$ cat src/verilog/pcs_pkg.sv
// Purpose: Constants for the program counter, return stack and indirect addressing block
// Assumes: APB register map with 32-bit data, one aligned word per register
// Notes: All offsets are byte addresses
package pcs_pkg;
   localparam int PC_W = 13;
   localparam int STK_DEPTH = 8;
   localparam int SP_W = 3;
   localparam int EA_W = 9;
   localparam int TGT_W = 11;
   localparam int LATCH_W = 5;
   // Register offsets
   localparam logic [7:0] OFS_PC_LOW = 8'h00;
   localparam logic [7:0] OFS_HIGH_LATCH = 8'h04;
   localparam logic [7:0] OFS_POINTER = 8'h08;
   localparam logic [7:0] OFS_BANK_PAGE = 8'h0C;
   localparam logic [7:0] OFS_PC_STATUS = 8'h10;
   // Register select codes
   localparam logic [2:0] SEL_NONE = 3'h0;
   localparam logic [2:0] SEL_PC_LOW = 3'h1;
   localparam logic [2:0] SEL_HIGH_LATCH = 3'h2;
   localparam logic [2:0] SEL_POINTER = 3'h3;
   localparam logic [2:0] SEL_BANK_PAGE = 3'h4;
   localparam logic [2:0] SEL_PC_STATUS = 3'h5;
   // Reset values
   localparam logic [PC_W-1:0] PC_RST = 13'h0000;
   localparam logic [SP_W-1:0] SP_RST = 3'h0;
   localparam logic [LATCH_W-1:0] LATCH_RST = 5'h00;
   localparam logic [7:0] POINTER_RST = 8'h00;
   // Interrupt vector and indirect port location within a bank
   localparam logic [PC_W-1:0] INT_VECTOR = 13'h0004;
   localparam logic [6:0] IND_PORT_LOC = 7'h00;
   // Field positions in the high latch
   localparam int CALL_HI_MSB = 4;
   localparam int CALL_HI_LSB = 3;
endpackage

$ cat src/verilog/pcs_core.sv
// Purpose: Program counter, circular return stack and indirect data addressing
// Assumes: One clock; core strobes are one-cycle pulses, at most one control per cycle
// Notes: Registers are reached over APB with zero wait states
//    Read data is captured in the setup phase and holds until the next setup phase
//    Control priority is return, call, interrupt, jump, low-byte write, fetch
//    Stack slots are not reset; a pop from an empty stack reads a wrapped slot
//    The indirect port sits at the same bank-relative location in every bank
//    Push and pop tallies below exist only to check the hidden pointer
// Operation
// - Counter is 13 bits; low byte accessible, upper five only loaded from latch.
// - Any reset clears the whole program counter.
// - Writing the low byte loads upper five bits from latch bits 4..0 together.
// - Call or jump takes counter bits 12..11 from latch bits 4..3.
// - Eight-entry, 13-bit return stack, hidden from memory, pointer not accessible.
// - Call or interrupt vectoring pushes the current counter.
// - Return, return with literal, return from interrupt pop into the counter.
// - Push and pop leave the high latch unchanged.
// - Stack wraps circularly; ninth push overwrites the first entry.
// - No overflow or underflow indication; wrapping is silent.
// - Indirect port has no storage; accesses go to the pointer's location.
// - Indirect read of the indirect port itself returns zero.
// - Indirect write to the indirect port itself changes no storage.
// - Effective address is bank page bit above the 8-bit pointer.
//
// Our own choices: register access over APB and the placing of the registers.
`timescale 1ns/1ps
`default_nettype none
module pcs_core (
   input wire logic pclk, // System clock
   input wire logic presetn, // Asynchronous reset, active low
   input wire logic psel, // APB select
   input wire logic penable, // APB enable
   input wire logic pwrite, // APB direction
   input wire logic [7:0] paddr, // APB byte address
   input wire logic [31:0] pwdata, // APB write data
   output logic [31:0] prdata, // APB read data
   output logic pready, // APB ready
   output logic pslverr, // APB error on unmapped address
   input wire logic fetch_adv, // Instruction fetched, advance counter
   input wire logic pcl_wr, // Instruction writes the low byte
   input wire logic [7:0] pcl_wdata, // Low byte value from the core
   input wire logic call_instr, // Call executes
   input wire logic jump_instr, // Jump executes
   input wire logic [10:0] branch_target, // Target bits from the instruction
   input wire logic int_vector, // Interrupt branches to its vector
   input wire logic return_instr, // Any return kind executes
   input wire logic dacc_valid, // Core data access
   input wire logic dacc_we, // Core data access is a write
   input wire logic [8:0] dacc_addr, // Direct address incl. bank
   input wire logic [7:0] dacc_wdata, // Core write data
   output logic [7:0] dacc_rdata, // Read data to the core
   output logic [8:0] mem_addr, // Address to data memory
   output logic mem_we, // Write strobe to data memory
   output logic [7:0] mem_wdata, // Write data to data memory
   input wire logic [7:0] mem_rdata, // Read data from data memory
   output logic [12:0] pc // Program counter
);
   // Register decode shared by read and write
   function automatic logic [2:0] reg_sel(input logic [7:0] a);
      logic [2:0] s;
      s = pcs_pkg::SEL_NONE;
      if (a == pcs_pkg::OFS_PC_LOW) s = pcs_pkg::SEL_PC_LOW;
      if (a == pcs_pkg::OFS_HIGH_LATCH) s = pcs_pkg::SEL_HIGH_LATCH;
      if (a == pcs_pkg::OFS_POINTER) s = pcs_pkg::SEL_POINTER;
      if (a == pcs_pkg::OFS_BANK_PAGE) s = pcs_pkg::SEL_BANK_PAGE;
      if (a == pcs_pkg::OFS_PC_STATUS) s = pcs_pkg::SEL_PC_STATUS;
      return s;
   endfunction

   logic [12:0] pc_q, pc_d;
   logic [2:0] sp_q, sp_d;
   logic [12:0] stack_q [pcs_pkg::STK_DEPTH];
   logic [4:0] latch_q, latch_d;
   logic [7:0] pointer_q, pointer_d;
   logic bank_page_q, bank_page_d;
   logic [31:0] prdata_q, prdata_d;
   logic apb_wr, apb_setup;
   logic [2:0] sel;
   logic do_ret, do_push, do_call, do_jump, do_pcl;
   logic [7:0] pcl_val;
   logic [2:0] sp_dec;
   logic [12:0] push_val;
   logic ind_req, ind_self;
   logic [8:0] eff_addr;
   logic [12:0] stack_d [pcs_pkg::STK_DEPTH];
   logic [2:0] push_cnt_q, push_cnt_d, pop_cnt_q, pop_cnt_d;

   // APB handshake and decode
   assign sel = reg_sel(paddr);
   assign apb_wr = psel && penable && pwrite;
   assign apb_setup = psel && !penable;
   assign pready = 1'h1;
   assign pslverr = psel && penable && (sel == pcs_pkg::SEL_NONE);
   assign prdata = prdata_q;

   // Control priority: return, call, interrupt, jump, low-byte write, fetch
   always_comb begin
      do_ret = return_instr;
      do_call = !do_ret && call_instr;
      do_push = !do_ret && (call_instr || int_vector);
      do_jump = !do_ret && !call_instr && !int_vector && jump_instr;
      pcl_val = pcl_wr ? pcl_wdata : pwdata[7:0];
      do_pcl = !do_push && !do_ret && !do_jump &&
               (pcl_wr || (apb_wr && sel == pcs_pkg::SEL_PC_LOW));
      sp_dec = sp_q - 3'h1;
      push_val = pc_q;
   end

   // Program counter and stack pointer next state
   always_comb begin
      pc_d = pc_q;
      sp_d = sp_q;
      if (do_ret) begin
         pc_d = stack_q[sp_dec];
         sp_d = sp_dec;
      end else if (do_call) begin
         pc_d = {latch_q[pcs_pkg::CALL_HI_MSB:pcs_pkg::CALL_HI_LSB], branch_target};
         sp_d = sp_q + 3'h1;
      end else if (int_vector) begin
         pc_d = pcs_pkg::INT_VECTOR;
         sp_d = sp_q + 3'h1;
      end else if (do_jump) begin
         pc_d = {latch_q[pcs_pkg::CALL_HI_MSB:pcs_pkg::CALL_HI_LSB], branch_target};
      end else if (do_pcl) begin
         pc_d = {latch_q, pcl_val};
      end else if (fetch_adv) begin
         pc_d = pc_q + 13'h0001;
      end
   end

   always_ff @(posedge pclk or negedge presetn) begin
      if (!presetn) begin
         pc_q <= pcs_pkg::PC_RST;
         sp_q <= pcs_pkg::SP_RST;
      end else begin
         pc_q <= pc_d;
         sp_q <= sp_d;
      end
   end

   // Return stack storage, one slot per entry, written circularly at the pointer
   for (genvar g = 0; g < pcs_pkg::STK_DEPTH; g++) begin : g_slot
      // Slot takes the counter only when the pointer names it on a push
      always_comb begin
         stack_d[g] = stack_q[g];
         if (do_push && sp_q == 3'(g)) begin
            stack_d[g] = push_val;
         end
      end

      // Slot register; not reset, an early pop reads whatever the slot holds
      always_ff @(posedge pclk) begin
         stack_q[g] <= stack_d[g];
      end
   end

   // Software registers: latch, pointer, bank page bit
   always_comb begin
      latch_d = latch_q;
      pointer_d = pointer_q;
      bank_page_d = bank_page_q;
      if (apb_wr && sel == pcs_pkg::SEL_HIGH_LATCH) latch_d = pwdata[4:0];
      if (apb_wr && sel == pcs_pkg::SEL_POINTER) pointer_d = pwdata[7:0];
      if (apb_wr && sel == pcs_pkg::SEL_BANK_PAGE) bank_page_d = pwdata[0];
   end

   // Read data captured in the setup phase
   always_comb begin
      prdata_d = prdata_q;
      if (apb_setup) begin
         unique case (sel)
            pcs_pkg::SEL_PC_LOW: prdata_d = {24'h000000, pc_q[7:0]};
            pcs_pkg::SEL_HIGH_LATCH: prdata_d = {27'h0000000, latch_q};
            pcs_pkg::SEL_POINTER: prdata_d = {24'h000000, pointer_q};
            pcs_pkg::SEL_BANK_PAGE: prdata_d = {31'h00000000, bank_page_q};
            pcs_pkg::SEL_PC_STATUS: prdata_d = {16'h0000, pc_q[7:0], 3'h0, pc_q[12:8]};
            default: prdata_d = 32'h00000000;
         endcase
      end
   end

   always_ff @(posedge pclk or negedge presetn) begin
      if (!presetn) begin
         latch_q <= pcs_pkg::LATCH_RST;
         pointer_q <= pcs_pkg::POINTER_RST;
         bank_page_q <= 1'h0;
         prdata_q <= 32'h00000000;
      end else begin
         latch_q <= latch_d;
         pointer_q <= pointer_d;
         bank_page_q <= bank_page_d;
         prdata_q <= prdata_d;
      end
   end

   // Indirect address formation and data path steering
   always_comb begin
      ind_req = dacc_addr[6:0] == pcs_pkg::IND_PORT_LOC;
      eff_addr = {bank_page_q, pointer_q};
      ind_self = ind_req && (eff_addr[6:0] == pcs_pkg::IND_PORT_LOC);
      mem_addr = ind_req ? eff_addr : dacc_addr;
      mem_we = dacc_valid && dacc_we && !ind_self;
      mem_wdata = dacc_wdata;
      dacc_rdata = ind_self ? 8'h00 : mem_rdata;
   end

   assign pc = pc_q;

   // Checks
   pc_reset_a: assert property (@(posedge pclk) $rose(presetn) |-> pc_q == 13'h0000)
      else $error("counter not zero after reset");
   pcl_load_a: assert property (@(posedge pclk) disable iff (!presetn)
      do_pcl |=> pc_q == {$past(latch_q), $past(pcl_val)})
      else $error("low byte write did not load latch bits");
   call_load_a: assert property (@(posedge pclk) disable iff (!presetn)
      (do_call || do_jump) |=> pc_q[12:11] == $past(latch_q[4:3]) &&
      pc_q[10:0] == $past(branch_target))
      else $error("call or jump target wrong");
   push_store_a: assert property (@(posedge pclk) disable iff (!presetn)
      do_push |=> stack_q[$past(sp_q)] == $past(pc_q) && sp_q == $past(sp_q) + 3'h1)
      else $error("push did not store counter");
   pop_load_a: assert property (@(posedge pclk) disable iff (!presetn)
      do_ret |=> pc_q == $past(stack_q[sp_dec]) && sp_q == $past(sp_dec))
      else $error("pop did not restore counter");
   latch_keep_a: assert property (@(posedge pclk) disable iff (!presetn)
      (do_push || do_ret) && !(apb_wr && sel == pcs_pkg::SEL_HIGH_LATCH) |=> $stable(latch_q))
      else $error("latch changed by stack");
   sp_wrap_a: assert property (@(posedge pclk) disable iff (!presetn)
      (do_push && sp_q == 3'h7) |=> sp_q == 3'h0)
      else $error("stack pointer did not wrap");
   fetch_inc_a: assert property (@(posedge pclk) disable iff (!presetn)
      fetch_adv && !do_ret && !do_push && !do_jump && !do_pcl |=> pc_q == $past(pc_q) + 13'h0001)
      else $error("fetch did not advance");
   ind_read_a: assert property (@(posedge pclk) disable iff (!presetn)
      ind_self |-> dacc_rdata == 8'h00 && !mem_we)
      else $error("self indirect access leaked");
   ind_addr_a: assert property (@(posedge pclk) disable iff (!presetn)
      ind_req |-> mem_addr == {bank_page_q, pointer_q})
      else $error("effective address wrong");

   // Tallies of pushes and pops, wrapping like the hidden pointer
   always_comb begin
      push_cnt_d = push_cnt_q;
      pop_cnt_d = pop_cnt_q;
      if (do_push) push_cnt_d = push_cnt_q + 3'h1;
      if (do_ret) pop_cnt_d = pop_cnt_q + 3'h1;
   end

   // Tally registers, cleared with the pointer
   always_ff @(posedge pclk or negedge presetn) begin
      if (!presetn) begin
         push_cnt_q <= pcs_pkg::SP_RST;
         pop_cnt_q <= pcs_pkg::SP_RST;
      end else begin
         push_cnt_q <= push_cnt_d;
         pop_cnt_q <= pop_cnt_d;
      end
   end

   // Counter and pointer held at zero while reset is low
   pc_in_reset_a: assert property (@(posedge pclk) !presetn |-> pc_q == 13'h0000 && sp_q == 3'h0)
      else $error("counter or pointer not cleared during reset");
   // Upper bits only move through a control, never on their own
   pc_hold_a: assert property (@(posedge pclk) disable iff (!presetn)
      !do_ret && !do_push && !do_jump && !do_pcl && !fetch_adv |=> $stable(pc_q))
      else $error("counter moved with no control");
   // Low byte read over the bus shows the counter's low byte
   rd_low_a: assert property (@(posedge pclk) disable iff (!presetn)
      apb_setup && sel == pcs_pkg::SEL_PC_LOW |=> prdata == {24'h000000, $past(pc_q[7:0])})
      else $error("low byte read wrong");
   // Software write of the low byte loads all 13 bits at once
   apb_pcl_a: assert property (@(posedge pclk) disable iff (!presetn)
      apb_wr && sel == pcs_pkg::SEL_PC_LOW && !pcl_wr && !do_push && !do_ret && !do_jump
      |=> pc_q == {$past(latch_q), $past(pwdata[7:0])})
      else $error("software low byte write did not load the counter");
   // Interrupt branches to its vector
   int_vec_a: assert property (@(posedge pclk) disable iff (!presetn)
      int_vector && !do_ret && !call_instr |=> pc_q == pcs_pkg::INT_VECTOR)
      else $error("interrupt did not branch to its vector");
   // A jump leaves the stack alone
   jump_keep_a: assert property (@(posedge pclk) disable iff (!presetn)
      do_jump |=> sp_q == $past(sp_q))
      else $error("jump moved the stack pointer");
   // Excess pops wrap silently
   pop_wrap_a: assert property (@(posedge pclk) disable iff (!presetn)
      do_ret && sp_q == 3'h0 |=> sp_q == 3'h7)
      else $error("pop below the first slot did not wrap");
   // Pointer starts from zero after reset
   sp_reset_a: assert property (@(posedge pclk) $rose(presetn) |-> sp_q == 3'h0)
      else $error("stack pointer not zero after reset");
   // Pointer equals pushes minus pops, modulo eight
   sp_track_a: assert property (@(posedge pclk) disable iff (!presetn)
      sp_q == push_cnt_q - pop_cnt_q)
      else $error("stack pointer lost count");
   // Only a bus write moves the latch
   latch_only_a: assert property (@(posedge pclk) disable iff (!presetn)
      !(apb_wr && sel == pcs_pkg::SEL_HIGH_LATCH) |=> $stable(latch_q))
      else $error("latch changed without a write");
   // Indirect write lands at the pointed location
   ind_write_a: assert property (@(posedge pclk) disable iff (!presetn)
      ind_req && !ind_self && dacc_valid && dacc_we |-> mem_we && mem_addr == eff_addr)
      else $error("indirect write did not reach the pointed location");
   // Direct accesses pass straight through
   direct_pass_a: assert property (@(posedge pclk) disable iff (!presetn)
      !ind_req |-> mem_addr == dacc_addr && dacc_rdata == mem_rdata)
      else $error("direct access was redirected");
   // Self indirect write is dropped
   self_write_a: assert property (@(posedge pclk) disable iff (!presetn)
      ind_self && dacc_valid && dacc_we |-> !mem_we)
      else $error("self indirect write reached memory");
endmodule
`default_nettype wire

$ cat config.mk
export PLATFORM = sky130hd
export DESIGN_NAME = pcs_core
export DESIGN_NICKNAME = d
export VERILOG_FILES = /design/src/verilog/pcs_pkg.sv /design/src/verilog/pcs_core.sv
export SDC_FILE = /design/constraint.sdc
export NUM_CORES = 1
export LEC_CHECK = 0
export BUFFER_PORTS_ARGS = -buffer_cell sky130_fd_sc_hd__buf_2
export CAP_MARGIN = 20
export CELL_PAD_IN_SITES_DETAIL_PLACEMENT = 1
export CELL_PAD_IN_SITES_GLOBAL_PLACEMENT = 2
export CORE_MARGIN = 2
export CORE_UTILIZATION = 40
export CTS_BUF_LIST = sky130_fd_sc_hd__clkbuf_4 sky130_fd_sc_hd__clkbuf_8
export CTS_CLUSTER_SIZE = 28
export DETAILED_ROUTE_END_ITERATION = 10
export GPL_TIMING_DRIVEN = 0
export PLACE_DENSITY_LB_ADDON = 0.2
export SYNTH_ARGS = -nofsm -noshare
export SYNTH_HDL_FRONTEND = slang
export SYNTH_SLANG_ARGS = --single-unit
$ cat constraint.sdc
create_clock -name pclk -period 8.9 [get_ports pclk]
set_clock_uncertainty 0.05 [all_clocks]
set_input_delay 1.335 -clock pclk [delete_from_list [all_inputs] [get_ports pclk]]
set_output_delay 1.335 -clock pclk [all_outputs]
set_load 0.005 [all_outputs]
# == Word-level counts from Yosys, hierarchy flattened ==
# Memory sizes are Yosys's and may differ from the RTL's.
# Index checks and enable logic that the tools add are counted.
# word_totals
input_bits,97
reg_bits,62
wordCells,131
n_memories,1
ram_bits,104
out_inout_bits,73
# classes
muxes,47
addsub,3
reduce_logical,50
eq_ne,24
# memory_table
name,words,width,read_ports,rd_ports_with_merged_regs,write_ports,line,source
stack_q,8,13,1,0,1,pcs_core.sv:72,logic [12:0] stack_q [pcs_pkg::STK_DEPTH];
# ops
cell,n
$mux W13,21
$reduce_or A13 Y1,7
$pmux W16 S5,1
$mux W3,12
$logic_and A1 B1 Y1,27
$eq A3 B3 Y1 const B,6
$eq A8 B4 Y1 const B,2
$mux W8,2
$logic_not A7 Y1,2
$add A13 B1 Y13 const B,1
$eq A3 B2 Y1 const B,4
$mux W9,1
$eq A8 B3 Y1 const B,1
$eq A8 B5 Y1 const B,1
$logic_not A8 Y1,1
$mux W1,8
$ne A1 B1 Y1 const B,8
$logic_not A1 Y1,7
$eq A3 B1 Y1 const B,2
$logic_not A3 Y1,2
$reduce_bool A6 Y1,1
$mux W2,2
$add A3 B1 Y3 const B,1
$reduce_bool A3 Y1,1
other kinds (2),3

# == Depth between registers and ports, before layout ==
# Gate-level depths: netlist of the first run.
# depth
depth_word,15
depth_mapped,11
mapped_depth_nobuf,8

# == Worst setup path before layout of the first run ==
# No wires, ideal clock.
# synth_timing
path_kind,input-to-output
from,input dacc_addr[3]
to,output mem_we
required_ns,7.515
cell_stages,4
t_arrival_ns,2.731
n_path_buf,0
slack_ns,4.784
cell_sequence,or4_1 nor4_4 nand3_1 and3_1
# synth_via
elab_chain_len,4
# synth_rtl
element,line,source
start: declaration,pcs_core.sv:49,"input wire logic [8:0] dacc_addr,"
$logic_not A7 Y1,pcs_core.sv:198,ind_req = dacc_addr[6:0] == pcs_pkg::IND_PORT_LOC;
$logic_and A1 B1 Y1,pcs_core.sv:200,ind_self = ind_req && (eff_addr[6:0] == pcs_pkg::IND_PORT_LOC);
$logic_not A1 Y1,pcs_core.sv:202,mem_we = dacc_valid && dacc_we && !ind_self;
$logic_and A1 B1 Y1,pcs_core.sv:202,
end: declaration,pcs_core.sv:53,"output logic mem_we,"
# No other way between the ends.

# == Worst setup path in the final report of the first run ==
# Ends and elaborated chain as after synthesis.

==> flow_summary.toml, run 1 <==
[timing]
setup_viol = 0
finalHoldViolCount = 0
hold_slack_ns = 0.434
fmax_mhz = 220
fin_ws_ns = 4.36
period_minus_slack_ns = 4.54
setup_tns_ns = 0
tightest_slew_ns = 0.948
drv_slew = 0
slew_headroom = 0.367
period_share = 0.510
rsz0062_at_grt = "no"

[logic_synthesis]
synth_cells = 522
yosysUniqueCellTypes = 55
yosysWarnings = 0
ys_ff_latch = 150
synth_area_um2 = 7120
synth.avg_cell_area_um2 = 13.6
synth_flop_cell = "edfxtp_1"
synth.yosys.seq_area_share = 0.600
synth-edff-count = 104
synthArstFlopShare = 0.307

[final_layout]
layout_commonest_cell = "buf_2"
post-route-cell-area_um2 = 8460
drive_gt1_frac = 0.347
final_nets = 781
final_cell_mix = "buf_2, edfxtp_1, dfrtp_1"
antenna_cells = 0
fillerInstances = 1835
area_growth_pct = 18.8

[cts]
clock_sinks = 150
clkSlewWorstSetupHoldPaths_ns = 0.09
clockRootBuffer = "clkbuf_8"
postCtsHoldBufs = 0
cts_resized = 0
clk_latency_ns = 0.46
cts_buffers = 17
htree_levels = 4
cts_tree = "built"
clockBufferDepth = 2
cts_setup_buffers = 0

[worst_setup_path]
crit_arrival_ns = 3.15
crit_type = "in2out"
worstPathMaxFanout = 10
cp.required_ns = 7.52
critPathLaunchType = "primary input"
cp-end-kind = "primary output"

[route]
drt_wl_total_um = 21100
vias = 5031
drtIter0Drc = 249
ant_nets = 0
viasPerCell = 5.51
first_pass_iters = 4
drc = 0
wl_per_cell_um = 23.1

[placed_design]
numPortBuffers = 118
dp_hpwl_um = 15500
placed_area_um2 = 8070
gp_congestion = 0.813
pre_cts_ws_ns = 4.35

[power_and_ir_drop]
vdd_ir_drop_max_v = 0.0000928
p_leak_nw = 3.41
p_per_area_nw_per_um2 = 272
total_power_mw = 2.30

[floorplanning]
die_h_um = 137
dieArea_um2 = 18900
core_area_um2 = 17400
rows = 48
io_pins = 170
die_w_um = 137
start_util = 0.410

[global_routing]
grt_start_max_net_pins = 47
antenna_found_initial = 1
grt_pass1_wl_um = 32100
grt_usage = 0.235
grt_pass1_vias = 5466
gr-total-overflow = 0

[min_path]
hp-class = "reg2reg"

[outcome]
run_status = "complete, no violations"

[job]
cap_violations = 0
## final cells by class
cell class              instances  area (µm²)  share of cell area
flip-flops and latches        150        4270               0.505
multi-input cells             331        2590               0.306
repair buffers                120         622              0.0735
plain buffers                  51         295              0.0349
well taps                     225         282              0.0333
clock buffers                  17         234              0.0276
clock inverters                14         144              0.0170
inverters                       5        18.8             0.00222
## per-layer routing
layer	vias up	GRT usage	routed length [µm]
li1	2278	-	-
met3	24	0.0508	1070
met4	0	0.0544	253
met2	163	0.419	11100
met5	-	0	0
met1	2566	0.291	8610
## through the flow
stage | utilization | std cells
2_1_floorplan | - | 537
3_3_place_gp | 0.464 | 880
3_5_place_dp | 0.465 | 881
4_1_cts | 0.486 | 912
5_1_grt | 0.488 | 913
6_report | 0.488 | 913
## Yosys cell counts (2+ instances only)
master	n	area (µm²)
a2111oi_0	2	17.5
a211oi_1	4	30.0
a21o_1	9	67.6
a21oi_1	21	105
a221oi_1	2	17.5
a22o_1	12	105
a22oi_1	8	60.1
a31oi_1	13	81.3
a32o_1	3	30.0
a41oi_1	2	17.5
and2_1	13	81.3
and3_1	5	31.3
buf_2	5	25.0
buf_4	26	195
clkbuf_1	20	75.1
conb_1	2	7.51
dfrtp_1	46	1150
edfxtp_1	104	3120
ha_1	8	100
inv_1	5	18.8
mux2_2	19	214
mux2i_1	5	50.1
mux4_2	27	608
nand2_1	34	128
nand2b_1	6	37.5
nand3_1	15	75.1
nand4_1	6	37.5
nor2_1	29	109
nor2b_1	8	50.1
nor3_1	6	30.0
nor4_1	3	18.8
nor4_4	2	42.5
o211ai_1	2	15.0
o21ai_0	17	85.1
or2_2	2	12.5
or3_1	3	18.8
or4_1	2	15.0
xnor2_1	5	43.8
xor2_1	5	43.8
## registers in the layout, summed over array words and instances (netlist names)
register / flops
bank_page_q: 1
latch_q: 5
stack_q: 104
pointer_q: 8
sp_q: 3
prdata: 16
pc: 13
## report_power, final
group	switching [mW]	internal, mW	leakage, nW	total, mW
Combinational	0.407	0.331	1.66	0.738
Clock	0.285	0.228	0.185	0.514
Sequential	0.145	0.908	1.57	1.05
Total	0.837	1.47	3.41	2.30
## kinds of logic (layout without fill, tap and decap cells)
| group | count (synthesis) | after routing | share of synthesized area |
|---|---|---|---|
| muxes | 51 | 51 | 0.122 |
| and+or+nand+nor | 140 | 140 | 0.105 |
| DFF | 150 | 150 | 0.600 |
| other | 2 | 17 | 0.00105 |
| xor gates and xnor gates | 10 | 10 | 0.0123 |
| AOI/OAI and AO/OA | 105 | 105 | 0.102 |
| adders and majority gates | 8 | 8 | 0.0141 |
| buffers and inverters | 56 | 207 | 0.0441 |
## worst paths after layout
path	from	to	slack (ns)	depth (start not counted)
hold / removal	prdata[0]	prdata[0]	0.43	1
setup / recovery	dacc_addr[3]	mem_we	4.36	6
setup reg to reg	sp_q[0]	pc[0]	4.98	11
max in group asynchronous	presetn	pc[1]	7.47	2
min in group asynchronous	presetn	prdata[0]	0.78	1
hold reg to reg	prdata[0]	prdata[0]	0.43	1
## critical path: stages
cell	delay (ns)
buf_2	0.10
or4_1	0.56
nor4_4	0.41
nand3_1	0.34
and3_1	0.28
buf_2	0.12
Note: power is estimated with default switching activity, not from simulation.
==> inputs of run 2 (changes only) <==
--- a/config.mk
+++ b/config.mk
@@ -10,7 +10,7 @@
 export CELL_PAD_IN_SITES_DETAIL_PLACEMENT = 1
 export CELL_PAD_IN_SITES_GLOBAL_PLACEMENT = 2
 export CORE_MARGIN = 2
-export CORE_UTILIZATION = 40
+export CORE_UTILIZATION = 34
 export CTS_BUF_LIST = sky130_fd_sc_hd__clkbuf_4 sky130_fd_sc_hd__clkbuf_8
 export CTS_CLUSTER_SIZE = 28
 export DETAILED_ROUTE_END_ITERATION = 10
==> constraint.sdc (replaced) <==
create_clock -name pclk -period 4.1 [get_ports pclk]
set_clock_uncertainty 0.05 [all_clocks]
set_input_delay 0.615 -clock pclk [delete_from_list [all_inputs] [get_ports pclk]]
set_output_delay 0.615 -clock pclk [all_outputs]
set_load 0.005 [all_outputs]
==> run 2 against run 1 <==
Effect of this change: cell count grew 5.1%; flip-flop and latch count stayed put; critical path type is now reg2reg; global-route usage decreased by 3.6 points; worst setup slack worse by 4.0 ns; total power is 120% higher; register-to-register slack worse by 4.6 ns; sequential share of layout area shrank 0.67 points; routed wire length grew 1.5%; critical endpoint is now pc[0]; largest cell class unchanged; cell area up 1.3%; utilization decreased by 6.8 points; clock-buffer cell count is 1 higher.
==> flow_summary.toml, run 2 (synthesized netlist as in run 1, its figures left out) <==
[power_and_ir_drop]
p_per_area_nw_per_um2 = 593
total_power_mw = 5.09
vdd_ir_drop_max_v = 0.000224
p_leak_nw = 3.45

[worst_setup_path]
path_cells = "buf_2 > buf_2 > inv_1 > ha_1 > clkbuf_1 > clkbuf_2 > mux4_2 > a22oi_1 > nand2_1 > a31oi_1 > a21oi_1"
cpMostUsedCell = "buf_2"
cp_slowest_stage_delay_ns = 0.49
critPathLaunchType = "flop"
crit_type = "reg2reg"
crit_family = "buffers and inverters"
r2r-end = "pc[0]"
ff2ff_setup_slack_ns = 0.33
cp-end-kind = "flop"
crit_arrival_ns = 4.04
worstPathMaxFanout = 10
cpMaxStageDelayCell = "clkbuf_1"
rr_worst_depth = 11
cp.required_ns = 4.37
crit_buf_inv = 5
reg2reg_from = "sp_q[0]"

[timing]
setup_viol = 0
fin_ws_ns = 0.333
fmax_mhz = 265
period_minus_slack_ns = 3.77
drv_slew = 0
setup_tns_ns = 0
tightest_slew_ns = 0.956
period_share = 0.919
hold_slack_ns = 0.372
slew_headroom = 0.362
rsz0062_at_grt = "no"
finalHoldViolCount = 0

[floorplanning]
io_pins = 170
rows = 52
die_w_um = 149
start_util = 0.349
core_area_um2 = 20400
dieArea_um2 = 22100
die_h_um = 149

[final_layout]
fin_cells = 960
post-route-cell-area_um2 = 8580
layout_commonest_cell = "buf_2"
largest_reg_flops = 104
drive_gt1_frac = 0.351
final_nets = 781
final_cell_mix = "buf_2, edfxtp_1, dfrtp_1"
regMostFlops = "stack_q"
fin_util = 0.420
fillerInstances = 2204
area_growth_pct = 20.4

[placed_design]
numPortBuffers = 118
dp_hpwl_um = 15600
pre_cts_ws_ns = 0.123
gp_congestion = 0.822
dp.cells = 926
placed_area_um2 = 8130

[route]
drtIter0Drc = 228
met1_length_um = 8700
viasPerCell = 5.25
wl_per_cell_um = 22.3
met2_length_um = 11100
top_layer = "met5"
drt_wl_total_um = 21400
wl_met3_um = 1420
ant_nets = 0
vias = 5044
drc = 0
first_pass_iters = 4

[outcome]
run_status = "complete, no violations"

[cts]
clkSlewWorstSetupHoldPaths_ns = 0.09
clk_latency_ns = 0.47
clockBufferDepth = 2
clock_sinks = 150
clockRootBuffer = "clkbuf_8"
htree_levels = 4
cts_setup_buffers = 0
cts_tree = "built"
cts_buffers = 17

[job]
cap_violations = 0

[global_routing]
grt_pass1_wl_um = 32600
grt_start_max_net_pins = 38
grt_pass1_vias = 5524
antenna_found_initial = 1
grt_usage = 0.199
gr-total-overflow = 0

[min_path]
hp-class = "in2reg"
whs_endpoint = "latch_q[4]"
min_from = "pwdata[4]"
worstHoldPathCells = 2
[run 2: cell types whose count changed in the layout (fill, tap and decap cells not counted), moves of 2 or more]
cell	change
clkbuf_2	+2
clkinv_4	+2
clkinvlp_4	-3
clkbuf_1	-2
clkinv_8	+2
[run 2: worst reg2reg max path: cells and delay by family, from the launching register on]
family                     cells  cell delay (ns)
buffers and inverters          5             1.78
AOI/OAI and AO/OA              3             0.64
DFF                            1             0.39
muxes                          1             0.36
adders and majority gates      1             0.30
and+or+nand+nor                1             0.11
[run 2: power by group]
part | leakage (nW) | internal (mW) | switching [mW]
logic | 1.66 | 0.717 | 0.871
registers | 1.57 | 1.97 | 0.310
clock network | 0.217 | 0.579 | 0.641
total | 3.45 | 3.27 | 1.82
[run 2: layer usage]
| metal | vias to the layer above | global-route usage |
|---|---|---|
| met1 | 2570 | 0.252 |
| li1 | 2284 | - |
| met4 | 2 | 0.0419 |
| met3 | 19 | 0.0410 |
| met5 | - | 0 |
| met2 | 169 | 0.354 |
[run 2: how the worst max path moves through the flow]
stage,from,end,slack [ns],cells past startpoint
2_1_floorplan,sp_q[0],pc[9],1.08,11
3_3_place_gp,sp_q[0],pc[0],0.18,11
3_5_place_dp,sp_q[0],pc[0],0.12,11
4_1_cts,sp_q[0],pc[0],0.11,11
5_1_grt,sp_q[0],pc[0],0.12,11
6_report,sp_q[0],pc[0],0.33,11
[run 2: layout make-up]
type | instances | area [µm²] | share of cell area
diodes | 1 | 2.50 | 0.000292
plain buffers | 51 | 298 | 0.0347
clock buffers | 18 | 241 | 0.0282
clock inverters | 14 | 188 | 0.0219
inverters | 5 | 18.8 | 0.00219
multi-input cells | 331 | 2600 | 0.303
flip-flops and latches | 150 | 4270 | 0.498
well taps | 270 | 338 | 0.0394
repair buffers | 120 | 621 | 0.0724
[run 2: timing repair]
action	4_1_cts	5_1_grt
resized for setup	0	4
hold buffers	1	0
endpoints found under the setup margin	0	3
hold endpoints to repair	9	0
==> inputs of run 3 (changes only) <==
--- a/config.mk
+++ b/config.mk
@@ -16,6 +16,7 @@
 export DETAILED_ROUTE_END_ITERATION = 10
 export GPL_TIMING_DRIVEN = 0
 export PLACE_DENSITY_LB_ADDON = 0.2
+export REMOVE_ABC_BUFFERS = 1
 export SYNTH_ARGS = -nofsm -noshare
 export SYNTH_HDL_FRONTEND = slang
 export SYNTH_SLANG_ARGS = --single-unit
==> run 3 against run 2 <==
Effect of this change: sequential power grew 4%; sequential share of layout area increased by 1.6 points; global-route usage shrank 0.38 points; clock power is 7% higher; hold slack lost 0.27 ns; combinational power shrank 3%; largest power group unchanged; highest routed layer is now met4; clock-buffer cell count decreased by 1; worst setup slack improved by 0.64 ns; critical path depth down 5.
==> flow_summary.toml, run 3 (synthesized netlist as in run 1, its figures left out) <==
[route]
first_pass_iters = 4
ant_nets = 0
drtIter0Drc = 299
wl_per_cell_um = 22.9
drt_wl_total_um = 20700
drc = 0
viasPerCell = 5.29
vias = 4790

[final_layout]
fin_util = 0.407
final_cell_mix = "buf_2, edfxtp_1, dfrtp_1"
fin_cells = 905
regMostFlops = "stack_q"
largest_reg_flops = 104
final_nets = 727
antenna_cells = 0
drive_gt1_frac = 0.326
layout_commonest_cell = "buf_2"
area_growth_pct = 16.8
post-route-cell-area_um2 = 8320
fillerInstances = 2185

[timing]
slew_headroom = 0.403
drv_slew = 0
hold_slack_ns = 0.0971
fmax_mhz = 320
rsz0062_at_grt = "no"
setup_viol = 0
period_minus_slack_ns = 3.13
tightest_slew_ns = 0.895
fin_ws_ns = 0.973
period_share = 0.763
setup_tns_ns = 0
finalHoldViolCount = 0

[floorplanning]
core_area_um2 = 20400
rows = 52
dieArea_um2 = 22100
io_pins = 170
die_w_um = 149
start_util = 0.349
die_h_um = 149

[worst_setup_path]
crit_type = "in2out"
worstPathMaxFanout = 10
rr_worst_depth = 9
crit_cells = 6
ff2ff_setup_slack_ns = 1.08
crit_family = "simple AND/OR/NAND/NOR gates"
r2r-end = "pc[8]"
cp.required_ns = 3.43
critPathLaunchType = "primary input"
cpMostUsedCell = "buf_2"
crit_buf_inv = 2
cp-end-kind = "primary output"
path_cells = "buf_2 > or4_1 > nor4_4 > nand3_1 > and3_1 > buf_2"
cpMaxStageDelayCell = "or4_1"
crit_arrival_ns = 2.46
endpoint = "mem_we"
startpoint = "dacc_addr[3]"
cp_slowest_stage_delay_ns = 0.58
reg2reg_from = "sp_q[0]"

[placed_design]
gp_congestion = 0.783
pre_cts_ws_ns = 0.734
placed_area_um2 = 7870
dp.cells = 873
numPortBuffers = 112
dp_hpwl_um = 14700

[cts]
cts_resized = 0
clk_latency_ns = 0.46
htree_levels = 4
clock_sinks = 150
cts_setup_buffers = 0
clockRootBuffer = "clkbuf_8"
clockBufferDepth = 2
cts_tree = "built"
clkSlewWorstSetupHoldPaths_ns = 0.09
postCtsHoldBufs = 0
cts_buffers = 17

[power_and_ir_drop]
p_leak_nw = 3.28
vdd_ir_drop_max_v = 0.000235
netSwitchingFraction = 0.346
pwr-share-seq = 0.453
total_power_mw = 5.20
power.internal_mw = 3.40
p_per_area_nw_per_um2 = 625
pwr-share-clk = 0.250
power_frac_comb = 0.296
netSwitchingPower_mw = 1.80

[global_routing]
antenna_found_initial = 1
grt_pass1_vias = 5253
gr-total-overflow = 0
grt_usage = 0.195
grt_start_max_net_pins = 25
grt_pass1_wl_um = 31900

[outcome]
run_status = "complete, no violations"

[job]
cap_violations = 0

[min_path]
hp-class = "in2async"
[run 3: cell types whose count changed in the layout (fill, tap and decap cells not counted), moves of 2 or more]
| cell | delta |
|---|---|
| clkbuf_2 | -2 |
| clkbuf_1 | -18 |
| bufinv_16 | +2 |
| buf_2 | -11 |
| clkinv_8 | -2 |
| buf_4 | -24 |
[run 3: routing by layer]
metal / share of wire / global-route usage / up-vias
li1: - / - / 2175
met1: 0.45 / 0.259 / 2466
met2: 0.50 / 0.325 / 138
met3: 0.045 / 0.0498 / 11
met4: 0.0074 / 0.0424 / 0
met5: 0 / 0 / -
[run 3: worst min path at each step]
| stage | endpoint | cells after the start |
|---|---|---|
| finish | prdata[0] | 1 |
| global route | prdata[6] | 1 |
| CTS | prdata[0] | 1 |
| detailed placement | prdata[0] | 1 |
| global placement | prdata[0] | 1 |
| floorplan | bank_page_q | 0 |
[run 3: layout make-up]
cell class	count	area (µm²)	area share
tap	270	338	0.0406
sequential	150	4280	0.514
clock buffer	17	234	0.0281
multi-input combinational	331	2590	0.312
timing repair buffer	117	643	0.0773
inverter	5	18.8	0.00226
clock inverter	15	216	0.0260
[run 3: power by group through the flow]
stage | sequential, mW | clock [mW] | combinational, mW
5_1_grt | 2.41 | 1.38 | 1.67
4_1_cts | 2.37 | 1.32 | 1.57
2_1_floorplan | 2.25 | 0 | 0.935
3_3_place_gp | 2.43 | 0 | 1.41
6_report | 2.36 | 1.30 | 1.54
3_5_place_dp | 2.40 | 0 | 1.55
